==> src/pkg/hidsel_pkg.sv <==
// hidsel_pkg: offsets, defaults and modes for the hub id select registers
// assumes byte-wide configuration access on an 8-bit offset
package hidsel_pkg;
  localparam logic [7:0] HIDSEL_OFS_VID_HI  = 8'h02;
  localparam logic [7:0] HIDSEL_OFS_PID_LO  = 8'h03;
  localparam logic [7:0] HIDSEL_OFS_PID_HI  = 8'h04;
  // built-in fallback bytes; values arbitrary, not a real maker code
  localparam logic [7:0] HIDSEL_DEF_VID_HI  = 8'h12;
  localparam logic [7:0] HIDSEL_DEF_PID_LO  = 8'h34;
  localparam logic [7:0] HIDSEL_DEF_PID_HI  = 8'h56;
  // usb 2.0 descriptor flips bit 1 of the product id low byte
  localparam logic [7:0] HIDSEL_USB2_FLIP   = 8'h02;
  localparam int         HIDSEL_NUM_BYTES   = 3;
  typedef enum logic {
    HIDSEL_MODE_PIN,
    HIDSEL_MODE_CFG
  } hidsel_mode_t;
endpackage : hidsel_pkg

==> src/logic/hidsel_pick.sv <==
// hidsel_pick: three-way source choice for one id byte
// assumes the caller decides whether the external pair counts as written
`timescale 1ns/1ps
module hidsel_pick (
  // selection inputs
  input  wire logic       ext_ok_i,
  input  wire logic [7:0] ext_i,
  input  wire logic [7:0] otp_i,
  input  wire logic [7:0] def_i,
  // chosen byte
  output logic      [7:0] sel_o
);
  // external wins, then otp, then built-in default
  always_comb begin
    if (ext_ok_i) begin
      sel_o = ext_i;
    end else if (otp_i != 8'h00) begin
      sel_o = otp_i;
    end else begin
      sel_o = def_i;
    end
  end
endmodule : hidsel_pick

==> src/logic/hidsel_regs.sv <==
// hidsel_regs: id byte registers and the id values reported to usb
// assumes a synchronous byte write port driven by eeprom loader or smbus
`timescale 1ns/1ps
module hidsel_regs
  import hidsel_pkg::*;
(
  // clock and reset
  input  wire logic       clk_i,
  input  wire logic       rst_i,
  // configuration mode
  input  wire logic       cfg_mode_i,
  // byte write and read port
  input  wire logic       wr_i,
  input  wire logic [7:0] addr_i,
  input  wire logic [7:0] wdata_i,
  output logic      [7:0] rdata_o,
  // external low vendor byte, kept elsewhere
  input  wire logic [7:0] vid_lo_i,
  // otp contents
  input  wire logic [7:0] otp_vid_hi_i,
  input  wire logic [7:0] otp_pid_lo_i,
  input  wire logic [7:0] otp_pid_hi_i,
  // ids in use
  output logic      [7:0] vid_hi_o,
  output logic      [7:0] pid_lo_ss_o,
  output logic      [7:0] pid_lo_usb2_o,
  output logic      [7:0] pid_hi_o
);
  logic [7:0] vendor_id_high_byte;
  logic [7:0] product_id_low_byte;
  logic [7:0] product_id_high_byte;
  logic [7:0] next_vendor_id_high_byte;
  logic [7:0] next_product_id_low_byte;
  logic [7:0] next_product_id_high_byte;
  logic [7:0] next_rdata;
  logic [7:0] next_vid_hi;
  logic [7:0] next_pid_lo;
  logic [7:0] next_pid_hi;
  logic       ext_ok;
  hidsel_mode_t mode;

  assign mode = cfg_mode_i ? HIDSEL_MODE_CFG : HIDSEL_MODE_PIN;

  // byte writes; ignored outside configuration mode
  always_comb begin
    next_vendor_id_high_byte  = vendor_id_high_byte;
    next_product_id_low_byte  = product_id_low_byte;
    next_product_id_high_byte = product_id_high_byte;
    if (wr_i && mode == HIDSEL_MODE_CFG) begin
      unique case (addr_i)
        HIDSEL_OFS_VID_HI: next_vendor_id_high_byte  = wdata_i;
        HIDSEL_OFS_PID_LO: next_product_id_low_byte  = wdata_i;
        HIDSEL_OFS_PID_HI: next_product_id_high_byte = wdata_i;
        default: ;
      endcase
    end
  end

  // readback of stored bytes; unmapped offsets read zero
  always_comb begin
    unique case (addr_i)
      HIDSEL_OFS_VID_HI: next_rdata = vendor_id_high_byte;
      HIDSEL_OFS_PID_LO: next_rdata = product_id_low_byte;
      HIDSEL_OFS_PID_HI: next_rdata = product_id_high_byte;
      default:           next_rdata = 8'h00;
    endcase
  end

  // external pair counts only if neither whole id is zero
  assign ext_ok = ({vendor_id_high_byte, vid_lo_i} != 16'h0000) &&
                  ({product_id_high_byte, product_id_low_byte}
                   != 16'h0000);

  hidsel_pick u_pick_vid_hi (
    .ext_ok_i (ext_ok),
    .ext_i    (vendor_id_high_byte),
    .otp_i    (otp_vid_hi_i),
    .def_i    (HIDSEL_DEF_VID_HI),
    .sel_o    (next_vid_hi)
  );
  hidsel_pick u_pick_pid_lo (
    .ext_ok_i (ext_ok),
    .ext_i    (product_id_low_byte),
    .otp_i    (otp_pid_lo_i),
    .def_i    (HIDSEL_DEF_PID_LO),
    .sel_o    (next_pid_lo)
  );
  hidsel_pick u_pick_pid_hi (
    .ext_ok_i (ext_ok),
    .ext_i    (product_id_high_byte),
    .otp_i    (otp_pid_hi_i),
    .def_i    (HIDSEL_DEF_PID_HI),
    .sel_o    (next_pid_hi)
  );

  // registers; outputs registered so descriptors see stable bytes
  always_ff @(posedge clk_i) begin
    if (rst_i) begin
      vendor_id_high_byte  <= HIDSEL_DEF_VID_HI;
      product_id_low_byte  <= HIDSEL_DEF_PID_LO;
      product_id_high_byte <= HIDSEL_DEF_PID_HI;
      rdata_o              <= 8'h00;
      vid_hi_o             <= HIDSEL_DEF_VID_HI;
      pid_lo_ss_o          <= HIDSEL_DEF_PID_LO;
      pid_lo_usb2_o        <= HIDSEL_DEF_PID_LO ^ HIDSEL_USB2_FLIP;
      pid_hi_o             <= HIDSEL_DEF_PID_HI;
    end else begin
      vendor_id_high_byte  <= next_vendor_id_high_byte;
      product_id_low_byte  <= next_product_id_low_byte;
      product_id_high_byte <= next_product_id_high_byte;
      rdata_o              <= next_rdata;
      vid_hi_o             <= next_vid_hi;
      pid_lo_ss_o          <= next_pid_lo;
      pid_lo_usb2_o        <= next_pid_lo ^ HIDSEL_USB2_FLIP;
      pid_hi_o             <= next_pid_hi;
    end
  end
endmodule : hidsel_regs

==> config.mk <==
export PLATFORM = sky130hd
export DESIGN_NAME = hidsel_regs
export DESIGN_NICKNAME = d
export VERILOG_FILES = /design/src/pkg/hidsel_pkg.sv /design/src/logic/hidsel_pick.sv /design/src/logic/hidsel_regs.sv
export SDC_FILE = /design/constraint.sdc
export NUM_CORES = 1
export LEC_CHECK = 0
export ABC_AREA = 1
export BUFFER_PORTS_ARGS = -buffer_cell sky130_fd_sc_hd__buf_2
export CAP_MARGIN = 20
export CELL_PAD_IN_SITES_DETAIL_PLACEMENT = 0
export CELL_PAD_IN_SITES_GLOBAL_PLACEMENT = 1
export CORE_MARGIN = 2
export CORE_UTILIZATION = 35
export CTS_CLUSTER_DIAMETER = 30
export DETAILED_ROUTE_END_ITERATION = 10
export HOLD_SLACK_MARGIN = 0.15
export MAX_ROUTING_LAYER = met4
export PLACE_DENSITY = 0.9
export RECOVER_POWER = 50
export SYNTH_ARGS = -nofsm -noshare
export SYNTH_HDL_FRONTEND = slang
export SYNTH_SLANG_ARGS = --single-unit
==> constraint.sdc <==
create_clock -name clk_i -period 1.55 [get_ports clk_i]
set_input_delay 0.31 -clock clk_i [delete_from_list [all_inputs] [get_ports clk_i]]
set_output_delay 0.31 -clock clk_i [all_outputs]
set_load 0.1 [all_outputs]
# --- Word-level counts from Yosys, hierarchy flattened ---
# Index checks and enable logic that the tools add are counted.
op_classes:
  eq_ne: 3
  mux: 8
  n_bitwise: 1
  n_reduce_logical: 10
op_table:
  columns: ["operator", "count"]
  rows:
  - ["$mux 8", 6]
  - ["$reduce_bool 16->1", 2]
  - ["$pmux 8 s3", 1]
  - ["$reduce_bool 8->1", 3]
  - ["$eq 8x2->1 const B", 2]
  - ["$eq 8x3->1 const B", 1]
  - ["$reduce_and 2->1", 3]
  - ["$logic_and 1x1->1", 2]
  - ["$mux 1", 1]
  - ["$not 1->1", 1]
word_totals:
  register_bits: 64
  word_cells: 30

# --- Logic depth before layout (Yosys ltp) ---
# Gate-level depths: netlist (run 1).
logic_depth:
  word_depth: 4
  depth_mapped: 9

# --- By module ---
# A second synthesis (run 1) with hierarchy kept.
unflattened:
  hier_cells: 452
  hier_area_um2: 2949.1
modules_own_cells:
  columns: ["module", "instances", "cells_per_inst", "area_each_um2", "seq_area_each_um2"]
  rows:
  - ["hidsel_regs", 1, 329, 2431.1, 1141.1]
  - ["hidsel_pick", 3, 41, 172.7, 0.0]

# --- Worst setup path after synthesis (run 1) ---
# OpenSTA, ideal clock, no wires.
synth_timing:
  path_type: "reg2out"
  startpoint: "reg, netlist name pid_lo_ss_o[0]"
  endpoint: "out pid_lo_usb2_o[0]"
  arrival_ps: 1356
  t_required_ps: 1240
  path_slack_ps: -116
  stages_incl_launch_ff: 2
  path_buffers: 1
  cell_sequence: "dfxtp_1 buf_4"
synth_lines:
  columns: ["item", "line", "rtl"]
  rows:
  - ["end, declared", "hidsel_regs.sv:26", "output logic [7:0] pid_lo_usb2_o,"]

# --- Final worst setup path (run 1) ---
layout_timing:
  startpoint: "reg pid_lo_usb2_o[1]"
  endpoint: "out pid_lo_usb2_o[1]"
layout_lines:
  columns: ["item", "line", "rtl"]
  rows:
  - ["start signal, assigned", "hidsel_regs.sv:105", "pid_lo_usb2_o <= HIDSEL_DEF_PID_LO ^ HIDSEL_USB2_FLIP;"]
  - ["start signal, assigned", "hidsel_regs.sv:114", "pid_lo_usb2_o <= next_pid_lo ^ HIDSEL_USB2_FLIP;"]
# No word-level cell between the ends.

==> results.json, run 1 <==
{
  "dieArea_um2": 8781,
  "die_x_um": 93.71,
  "worstSetupPathType": "reg2out",
  "swShare": 0.2392,
  "required_ns": 1.24,
  "clkTransAtPathRegs_ns": 0.07,
  "fill_cells": 847,
  "drcViolationCount": 0,
  "syn-cell-area_um2": 2816,
  "dpl.hpwl_mm": 5.934,
  "rsz0062_at_grt": "false",
  "syn_inst": 414,
  "ant_nets": 0,
  "cp_num_cells": 1,
  "whs_path_depth": 3,
  "r2r_setup_slack_ns": 0.15,
  "postCtsSetupBuffers": 0,
  "switching_power_w": 0.0006936,
  "fin_crit_sh": 0.9086,
  "crit_chain": "buf_2",
  "maxCapViolCount": 0,
  "cts_tree": "built",
  "status": "completed",
  "root_buffer": "clkbuf_8",
  "p_int_w": 0.002206,
  "hold_path_class": "in2reg",
  "vias": 2848,
  "core_area_um2": 7767,
  "critPathArrivalTime_ns": 1.10,
  "numClockSinks": 57,
  "syn-mean-instance-area_um2": 6.803,
  "nets": 562,
  "grt_pass1_wl_mm": 12.34,
  "syn_nets": 466,
  "ctsResizeCount": 0,
  "hold_end": "product_id_high_byte[6]",
  "seqPwrFrac": 0.506,
  "worst_pin_slew_ns": 0.5414,
  "floorplan.die.height_um": 93.71,
  "cpPeakStageDelay_ns": 0.43,
  "start_util": 0.3626,
  "gp_congestion": 0.9138,
  "worstHoldStart": "wdata_i[6]",
  "synthTopCellsByArea": "dfxtp_1 41%, nand3_1 13%, nor2_1 12%, nand2_1 11%, inv_1 3.9%",
  "crit_buf_inv": 1,
  "power.density_nw_per_um2": 817.8,
  "cts_max_level": 3,
  "holdWs_ns": 0.2057,
  "synth_top_area_cell": "dfxtp_1",
  "clkPwrFrac": 0.424,
  "vias_per_cell": 4.616,
  "setup_viol": 0,
  "gr-total-overflow": 0,
  "placed_cells": 601,
  "yosysWarnings": 0,
  "antenna_found_initial": 0,
  "slew_viol_final": 0,
  "io_pins": 92,
  "placementRows": 32,
  "first_pass_iters": 4,
  "synth_cell_types": 24,
  "grt_util_all_layers": 0.1868,
  "insertion_delay_ns": 0.34,
  "tns_ns": 0,
  "reg2reg_to": "pid_lo_ss_o[7]",
  "worstSetupEndpointType": "output port",
  "initialDrtViolationCount": 140,
  "post-route-min-period_ns": 1.408,
  "postCtsHoldBufs": 0,
  "area_delta_synth_final_pct": 25.90,
  "cp_slowest_cell": "buf_2",
  "hold_violations": 0,
  "final_cell_mix": "91 x nor2_1, 86 x nand2_1, 75 x buf_2, 73 x nand3_1, 50 x dfxtp_1",
  "critPathTopFamily": "buffers and inverters",
  "ys_seq_area_frac": 0.4052,
  "ys_ff_latch": 57,
  "wl_per_cell_um": 12.18,
  "io_buffers": 91,
  "vdd_drop_max_uv": 386.4,
  "yosys.area.top_type_share": 0.4052,
  "finalPower_w": 0.002900,
  "fin_skew_ns": 0.008081,
  "layout_commonest_cell": "nor2_1",
  "p_comb_frac": 0.070,
  "drive_gt1_frac": 0.2893,
  "crit_fanout": 1,
  "timing.rr.start": "vendor_id_high_byte[6]",
  "numCtsBuffers": 9,
  "final_cells": 617,
  "leakage_nw": 1.838,
  "routed_wl_mm": 7.514,
  "max_freq_ghz": 0.7101,
  "worst_r2r_path_depth": 8,
  "grt_start_max_net_pins": 27,
  "cts_buffer_depth": 2,
  "worstSetupStartpointType": "flip-flop",
  "max_slew_margin": 0.6406,
  "diodes": 0,
  "grt_pass1_vias": 2716
}
flip-flops by register name, indices dropped and copies added, names as in the netlist:
name	count
vendor_id_high_byte	8
pid_lo_usb2_o	1
vid_hi_o	8
pid_hi_o	8
rdata_o	8
product_id_low_byte	8
product_id_high_byte	8
pid_lo_ss_o	8
worst max path at each step:
stage                            from                      end
2_1_floorplan          pid_lo_ss_o[0]         pid_lo_usb2_o[0]
3_3_place_gp                addr_i[5]  product_id_high_byte[1]
3_5_place_dp              vid_lo_i[7]           pid_lo_ss_o[7]
4_1_cts              pid_lo_usb2_o[1]         pid_lo_usb2_o[1]
5_1_grt        vendor_id_high_byte[4]           pid_lo_ss_o[1]
6_report             pid_lo_usb2_o[1]         pid_lo_usb2_o[1]
worst min-delay path, delay by kind of cell:
family,cells,cell delay [ns]
simple gates,2,0.12
buf+inv,1,0.09
power by group through the flow:
stage	combinational, W	clock (W)	sequential (W)
floorplan	0.0000948	0	0.00150
global placement	0.000205	0	0.00150
detailed placement	0.000208	0	0.00150
CTS	0.000209	0.00126	0.00147
global route	0.000227	0.00132	0.00147
finish	0.000202	0.00123	0.00147
layout make-up:
type	count	area, um2	share of cell area
Timing Repair Buffer	107	571.8	0.1613
Tap cell	102	127.6	0.03599
Clock inverter	3	15.01	0.004234
Clock buffer	13	158.9	0.04481
Inverter	36	135.1	0.03811
Multi-Input combinational cell	299	1388	0.3913
Sequential cell	57	1150	0.3243
stage by stage:
stage	utilization	area [um2]	setup slack (ns)
after floorplan	-	2825	0.2182
after global placement	0.4386	3407	0.1669
after detailed placement	0.4386	3407	0.1354
after CTS	0.4610	3581	0.1298
after global routing	0.4565	3546	0.03015
final	0.4565	3546	0.1416
layer usage:
layer  wire length, um  global-route usage  vias to the layer above
li1                  -                   -                     1493
met1              3426              0.2273                     1254
met2              3514              0.3089                       95
met3               522             0.03772                        6
met4                49             0.06522                        0
met5                 0                   -                        -
logic make-up (layout without fill, tap and decap cells):
group / count (synthesis) / count (layout) / synth area share
and+or+nand+nor: 271 / 271 / 0.4487
DFF: 57 / 57 / 0.4052
AOI/OAI and AO/OA: 28 / 28 / 0.05420
buffers and inverters: 58 / 159 / 0.09196
cells in the mapped netlist:
| library cell | instances |
|---|---|
| nor3_4 | 2 |
| dfxtp_1 | 57 |
| nand2_4 | 3 |
| nand3b_1 | 3 |
| o21bai_1 | 5 |
| nor2_8 | 3 |
| nor2_2 | 6 |
| clkbuf_1 | 5 |
| nor3_2 | 1 |
| nor2_1 | 89 |
| inv_4 | 1 |
| a21oi_1 | 15 |
| inv_2 | 5 |
| buf_4 | 7 |
| o21ai_1 | 4 |
| nand3_2 | 1 |
| o21ai_0 | 4 |
| inv_1 | 29 |
| nand2_2 | 5 |
| buf_2 | 10 |
| nand2_1 | 84 |
| clkinv_1 | 1 |
| nor2_4 | 1 |
| nand3_1 | 73 |
Power figures use the tool's default switching activity.
==> run 2: changes to the inputs <==
==> constraint.sdc (replaced) <==
create_clock -name clk_i -period 1.5 [get_ports clk_i]
set_input_delay 0.3 -clock clk_i [delete_from_list [all_inputs] [get_ports clk_i]]
set_output_delay 0.3 -clock clk_i [all_outputs]
set_load 0.1 [all_outputs]
==> results.json, run 2 (synthesis gave the netlist of run 1 again) <==
{
  "status": "completed",
  "worst_r2r_path_depth": 8,
  "final_cell_mix": "93 x nor2_1, 85 x nand2_1, 75 x buf_2, 73 x nand3_1, 50 x dfxtp_1",
  "placed_cells": 596,
  "r2r_setup_slack_ns": 0.16,
  "antenna_found_initial": 0,
  "max_freq_ghz": 0.7177,
  "numClockSinks": 57,
  "drcViolationCount": 0,
  "post-route-min-period_ns": 1.393,
  "hold_violations": 0,
  "holdWs_ns": 0.1882,
  "cts_buffer_depth": 2,
  "tns_ns": 0,
  "ctsResizeCount": 0,
  "fin_skew_ns": 0.01222,
  "hold_path_class": "in2reg",
  "grt_util_all_layers": 0.1820,
  "io_buffers": 91,
  "first_pass_iters": 4,
  "nets": 557,
  "cp_slowest_cell": "clkbuf_2",
  "reg2reg_to": "pid_lo_ss_o[1]",
  "io_pins": 92,
  "root_buffer": "clkbuf_8",
  "final_cells": 612,
  "worstSetupEndpointType": "output port",
  "placementRows": 32,
  "dieArea_um2": 8781,
  "worstSetupPathType": "reg2out",
  "vias_per_cell": 4.588,
  "leakage_nw": 1.794,
  "setup_viol": 0,
  "gp_congestion": 0.9045,
  "timing.rr.start": "product_id_high_byte[6]",
  "worst_pin_slew_ns": 0.5413,
  "floorplan.die.height_um": 93.71,
  "maxCapViolCount": 0,
  "gr-total-overflow": 0,
  "routed_wl_mm": 7.457,
  "layout_commonest_cell": "nor2_1",
  "slew_viol_final": 0,
  "drive_gt1_frac": 0.2804,
  "core_area_um2": 7767,
  "utilization": 0.4496,
  "insertion_delay_ns": 0.34,
  "crit_fanout": 2,
  "clkTransAtPathRegs_ns": 0.06,
  "rsz0062_at_grt": "false",
  "die_x_um": 93.71,
  "critPathArrivalTime_ns": 1.09,
  "cp_num_cells": 1,
  "critPathTopFamily": "buffers and inverters",
  "vias": 2808,
  "fin_crit_sh": 0.9289,
  "dpl.hpwl_mm": 5.716,
  "required_ns": 1.20,
  "postCtsSetupBuffers": 0,
  "ant_nets": 0,
  "numCtsBuffers": 9,
  "worstSetupStartpointType": "flip-flop",
  "grt_start_max_net_pins": 54,
  "wl_met1_mm": 3.292,
  "wl_per_cell_um": 12.18,
  "cts_max_level": 3,
  "wl_met2_mm": 3.510,
  "whs_path_depth": 3,
  "routed-wl-met3_um": 574,
  "crit_chain": "clkbuf_2",
  "cts_tree": "built",
  "max_slew_margin": 0.6406,
  "cpPeakStageDelay_ns": 0.44,
  "grt_pass1_wl_mm": 12.05,
  "initialDrtViolationCount": 139,
  "postCtsHoldBufs": 0,
  "worstHoldStart": "wdata_i[6]",
  "power.density_nw_per_um2": 834.8,
  "hold_end": "product_id_high_byte[6]",
  "crit_buf_inv": 1,
  "area_delta_synth_final_pct": 23.99,
  "vdd_drop_max_uv": 319.1,
  "top_layer": "met4",
  "diodes": 0,
  "start_util": 0.3626,
  "grt_pass1_vias": 2630
}
[run 2: changes by cell type in the layout (fill, tap and decap cells not counted), sizes merged]
cell    change
clkinv      +1
clkbuf      -1
buf         -5
[run 2: layer usage]
metal / track usage / vias up
met4: 0.05556 / 0
met2: 0.2976 / 96
li1: - / 1484
met1: 0.2250 / 1221
met3: 0.04093 / 7
met5: - / -
[run 2: worst max path at each step]
stage | slack (ns) | to | from
CTS | 0.10 | rdata_o[4] | rdata_o[4]
global placement | 0.13 | product_id_low_byte[0] | addr_i[5]
global route | 0.003 | vendor_id_high_byte[3] | addr_i[5]
finish | 0.11 | pid_lo_usb2_o[6] | pid_lo_ss_o[6]
floorplan | 0.18 | pid_lo_usb2_o[0] | pid_lo_ss_o[0]
detailed placement | 0.11 | vendor_id_high_byte[3] | addr_i[5]
[run 2: layout make-up]
| cell class | instances | area, um2 |
|---|---|---|
| well taps | 102 | 127.6 |
| clock inverters | 4 | 20.02 |
| fillers | 844 | 4275 |
| flip-flops and latches | 57 | 1150 |
| clock buffers | 12 | 135.1 |
| multi-input cells | 299 | 1371 |
| repair buffers | 102 | 550.5 |
| inverters | 36 | 137.6 |
[run 2: metrics by stage]
stage / power [W] / setup slack, ns / area, um2
global placement: 0.001761 / 0.1323 / 3382
finish: 0.002915 / 0.1066 / 3492
detailed placement: 0.001763 / 0.1073 / 3382
global route: 0.003030 / 0.003330 / 3492
floorplan: 0.001652 / 0.1782 / 2825
CTS: 0.002941 / 0.1016 / 3537
[run 2: report_power, final]
part | leakage, nW | internal [W] | switching (W) | total, W
Clock | 0.0839 | 0.000589 | 0.000605 | 0.00119
Combinational | 1.25 | 0.0000834 | 0.000122 | 0.000206
Sequential | 0.460 | 0.00151 | 0.00000116 | 0.00152
Total | 1.79 | 0.00219 | 0.000728 | 0.00292
==> run 3: changes to the inputs <==
--- a/config.mk
+++ b/config.mk
@@ -7,7 +7,6 @@
 export LEC_CHECK = 0
 export ABC_AREA = 1
 export BUFFER_PORTS_ARGS = -buffer_cell sky130_fd_sc_hd__buf_2
-export CAP_MARGIN = 20
 export CELL_PAD_IN_SITES_DETAIL_PLACEMENT = 0
 export CELL_PAD_IN_SITES_GLOBAL_PLACEMENT = 1
 export CORE_MARGIN = 2
==> constraint.sdc (replaced) <==
create_clock -name clk_i -period 1.5 [get_ports clk_i]
set_input_delay 0.075 -clock clk_i [delete_from_list [all_inputs] [get_ports clk_i]]
set_output_delay 0.075 -clock clk_i [all_outputs]
set_load 0.1 [all_outputs]
==> results.json, run 3 (synthesis gave the netlist of run 1 again) <==
{
  "hold_violations": 0,
  "start_util": 0.3626,
  "max_slew_margin": 0.6316,
  "fill_cells": 818,
  "insertion_delay_ns": 0.34,
  "numCtsBuffers": 9,
  "first_pass_iters": 4,
  "core_area_um2": 7767,
  "cp_slowest_cell": "dfxtp_1",
  "io_buffers": 91,
  "vias": 2956,
  "dieArea_um2": 8781,
  "required_ns": 1.73,
  "final_cells": 640,
  "gp_congestion": 0.9282,
  "die_x_um": 93.71,
  "tns_ns": 0,
  "post-route-min-period_ns": 1.352,
  "placementRows": 32,
  "worst_pin_slew_ns": 0.5549,
  "ant_nets": 0,
  "nets": 585,
  "status": "completed",
  "routed_wl_mm": 8.029,
  "placed_cells": 592,
  "cpPeakStageDelay_ns": 0.44,
  "area_delta_synth_final_pct": 35.23,
  "grt_pass1_wl_mm": 12.93,
  "antenna_found_initial": 0,
  "floorplan.die.height_um": 93.71,
  "dp_slack_ns": 0.1260,
  "crit_buf_inv": 1,
  "cts_buffer_depth": 2,
  "numClockSinks": 57,
  "fin_ws_ns": 0.1483,
  "grt_start_max_net_pins": 31,
  "vias_per_cell": 4.619,
  "critPathTopFamily": "simple AND/OR/NAND/NOR gates",
  "crit_fanout": 14,
  "rsz0062_at_grt": "false",
  "initialDrtViolationCount": 114,
  "worstSetupEndpointType": "flip-flop",
  "cts_max_level": 3,
  "hold_path_class": "in2reg",
  "utilization": 0.4903,
  "diodes": 0,
  "fin_skew_ns": 0.007948,
  "clkTransAtPathRegs_ns": 0.06,
  "maxCapViolCount": 0,
  "cts_tree": "built",
  "grt_pass1_vias": 2832,
  "dpl.hpwl_mm": 5.874,
  "setup_viol": 0,
  "max_freq_ghz": 0.7398,
  "final_cell_mix": "92 x nor2_1, 86 x nand2_1, 74 x nand3_1, 73 x buf_2, 57 x dfxtp_1",
  "worstSetupPathType": "reg2reg",
  "critPathArrivalTime_ns": 1.58,
  "holdWs_ns": 0.2468,
  "slew_viol_final": 0,
  "worstSetupStartpointType": "flip-flop",
  "io_pins": 92,
  "grt_util_all_layers": 0.1938,
  "leakage_nw": 1.928,
  "power.density_nw_per_um2": 806.4,
  "layout_commonest_cell": "nor2_1",
  "gr-total-overflow": 0,
  "fin_crit_sh": 0.9011,
  "vdd_drop_max_uv": 345.5,
  "wl_per_cell_um": 12.55,
  "drive_gt1_frac": 0.2491,
  "postCtsSetupBuffers": 0,
  "drcViolationCount": 0,
  "root_buffer": "clkbuf_8",
  "crit_chain": "nor2_1, nand2_1, nor2_1, nand2_1, buf_4, nand3_1, nand2_1, nor2_1"
}
==> run 3: cell types whose count changed in the layout (fill, tap and decap cells not counted), moves of 2 or more <==
cell / change
buf_4: -3
dfxtp_1: +7
dlygate4sd3_1: +32
clkbuf_8: +2
clkinvlp_4: +2
dfxtp_2: -7
buf_2: -2
clkbuf_1: -4
nand2_2: -2
clkbuf_2: +2
==> run 3: what timing repair did <==
action	in CTS	in global routing
hold buffers	32	0
resized for setup	0	1
hold endpoints to repair	49	0
setup endpoints to repair	0	4
==> run 3: power by group <==
group,switching (W),total (W),internal [W]
Clock,0.000606,0.00128,0.000679
Sequential,0.00000113,0.00152,0.00151
Combinational,0.000138,0.000271,0.000133
==> run 3: path summary, 6_finish.rpt <==
path	from	depth (start not counted)	slack, ns	to
worst min-delay path	rst_i	4	0.25	vid_hi_o[4]
worst max-delay path	product_id_high_byte[3]	8	0.15	pid_lo_ss_o[1]
worst max register to register	product_id_high_byte[3]	8	0.15	pid_lo_ss_o[1]
worst min register to register	vendor_id_high_byte[2]	2	0.50	vendor_id_high_byte[2]
==> run 3: final cells by class <==
| cell class | count | area, um2 | area share |
|---|---|---|---|
| clock buffers | 11 | 151.4 | 0.03975 |
| clock inverters | 5 | 30.03 | 0.007884 |
| inverters | 36 | 137.6 | 0.03614 |
| multi-input cells | 299 | 1376 | 0.3614 |
| flip-flops and latches | 57 | 1141 | 0.2996 |
| well taps | 102 | 127.6 | 0.03351 |
| repair buffers | 130 | 844.6 | 0.2217 |
==> run 3: worst reg2reg max path, delay by kind of cell, from the launching register on <==
kind | cells | cell delay (ns)
AND/OR/NAND/NOR | 7 | 0.57
buffers and inverters | 1 | 0.24
flip-flops | 1 | 0.44
==> run 3: metrics by stage <==
stage	power (W)	cell area, um2
2_1_floorplan	0.001652	2816
3_3_place_gp	0.001757	3343
3_5_place_dp	0.001759	3343
4_1_cts	0.003109	3845
5_1_grt	0.003180	3809
6_report	0.003071	3809
==> run 3: metal layers <==
| layer | GRT usage | part of all wire | vias up |
|---|---|---|---|
| met5 | - | 0 | - |
| met3 | 0.03050 | 0.057 | 14 |
| met2 | 0.3238 | 0.47 | 94 |
| li1 | - | - | 1543 |
| met1 | 0.2318 | 0.45 | 1305 |
| met4 | 0.08333 | 0.024 | 0 |
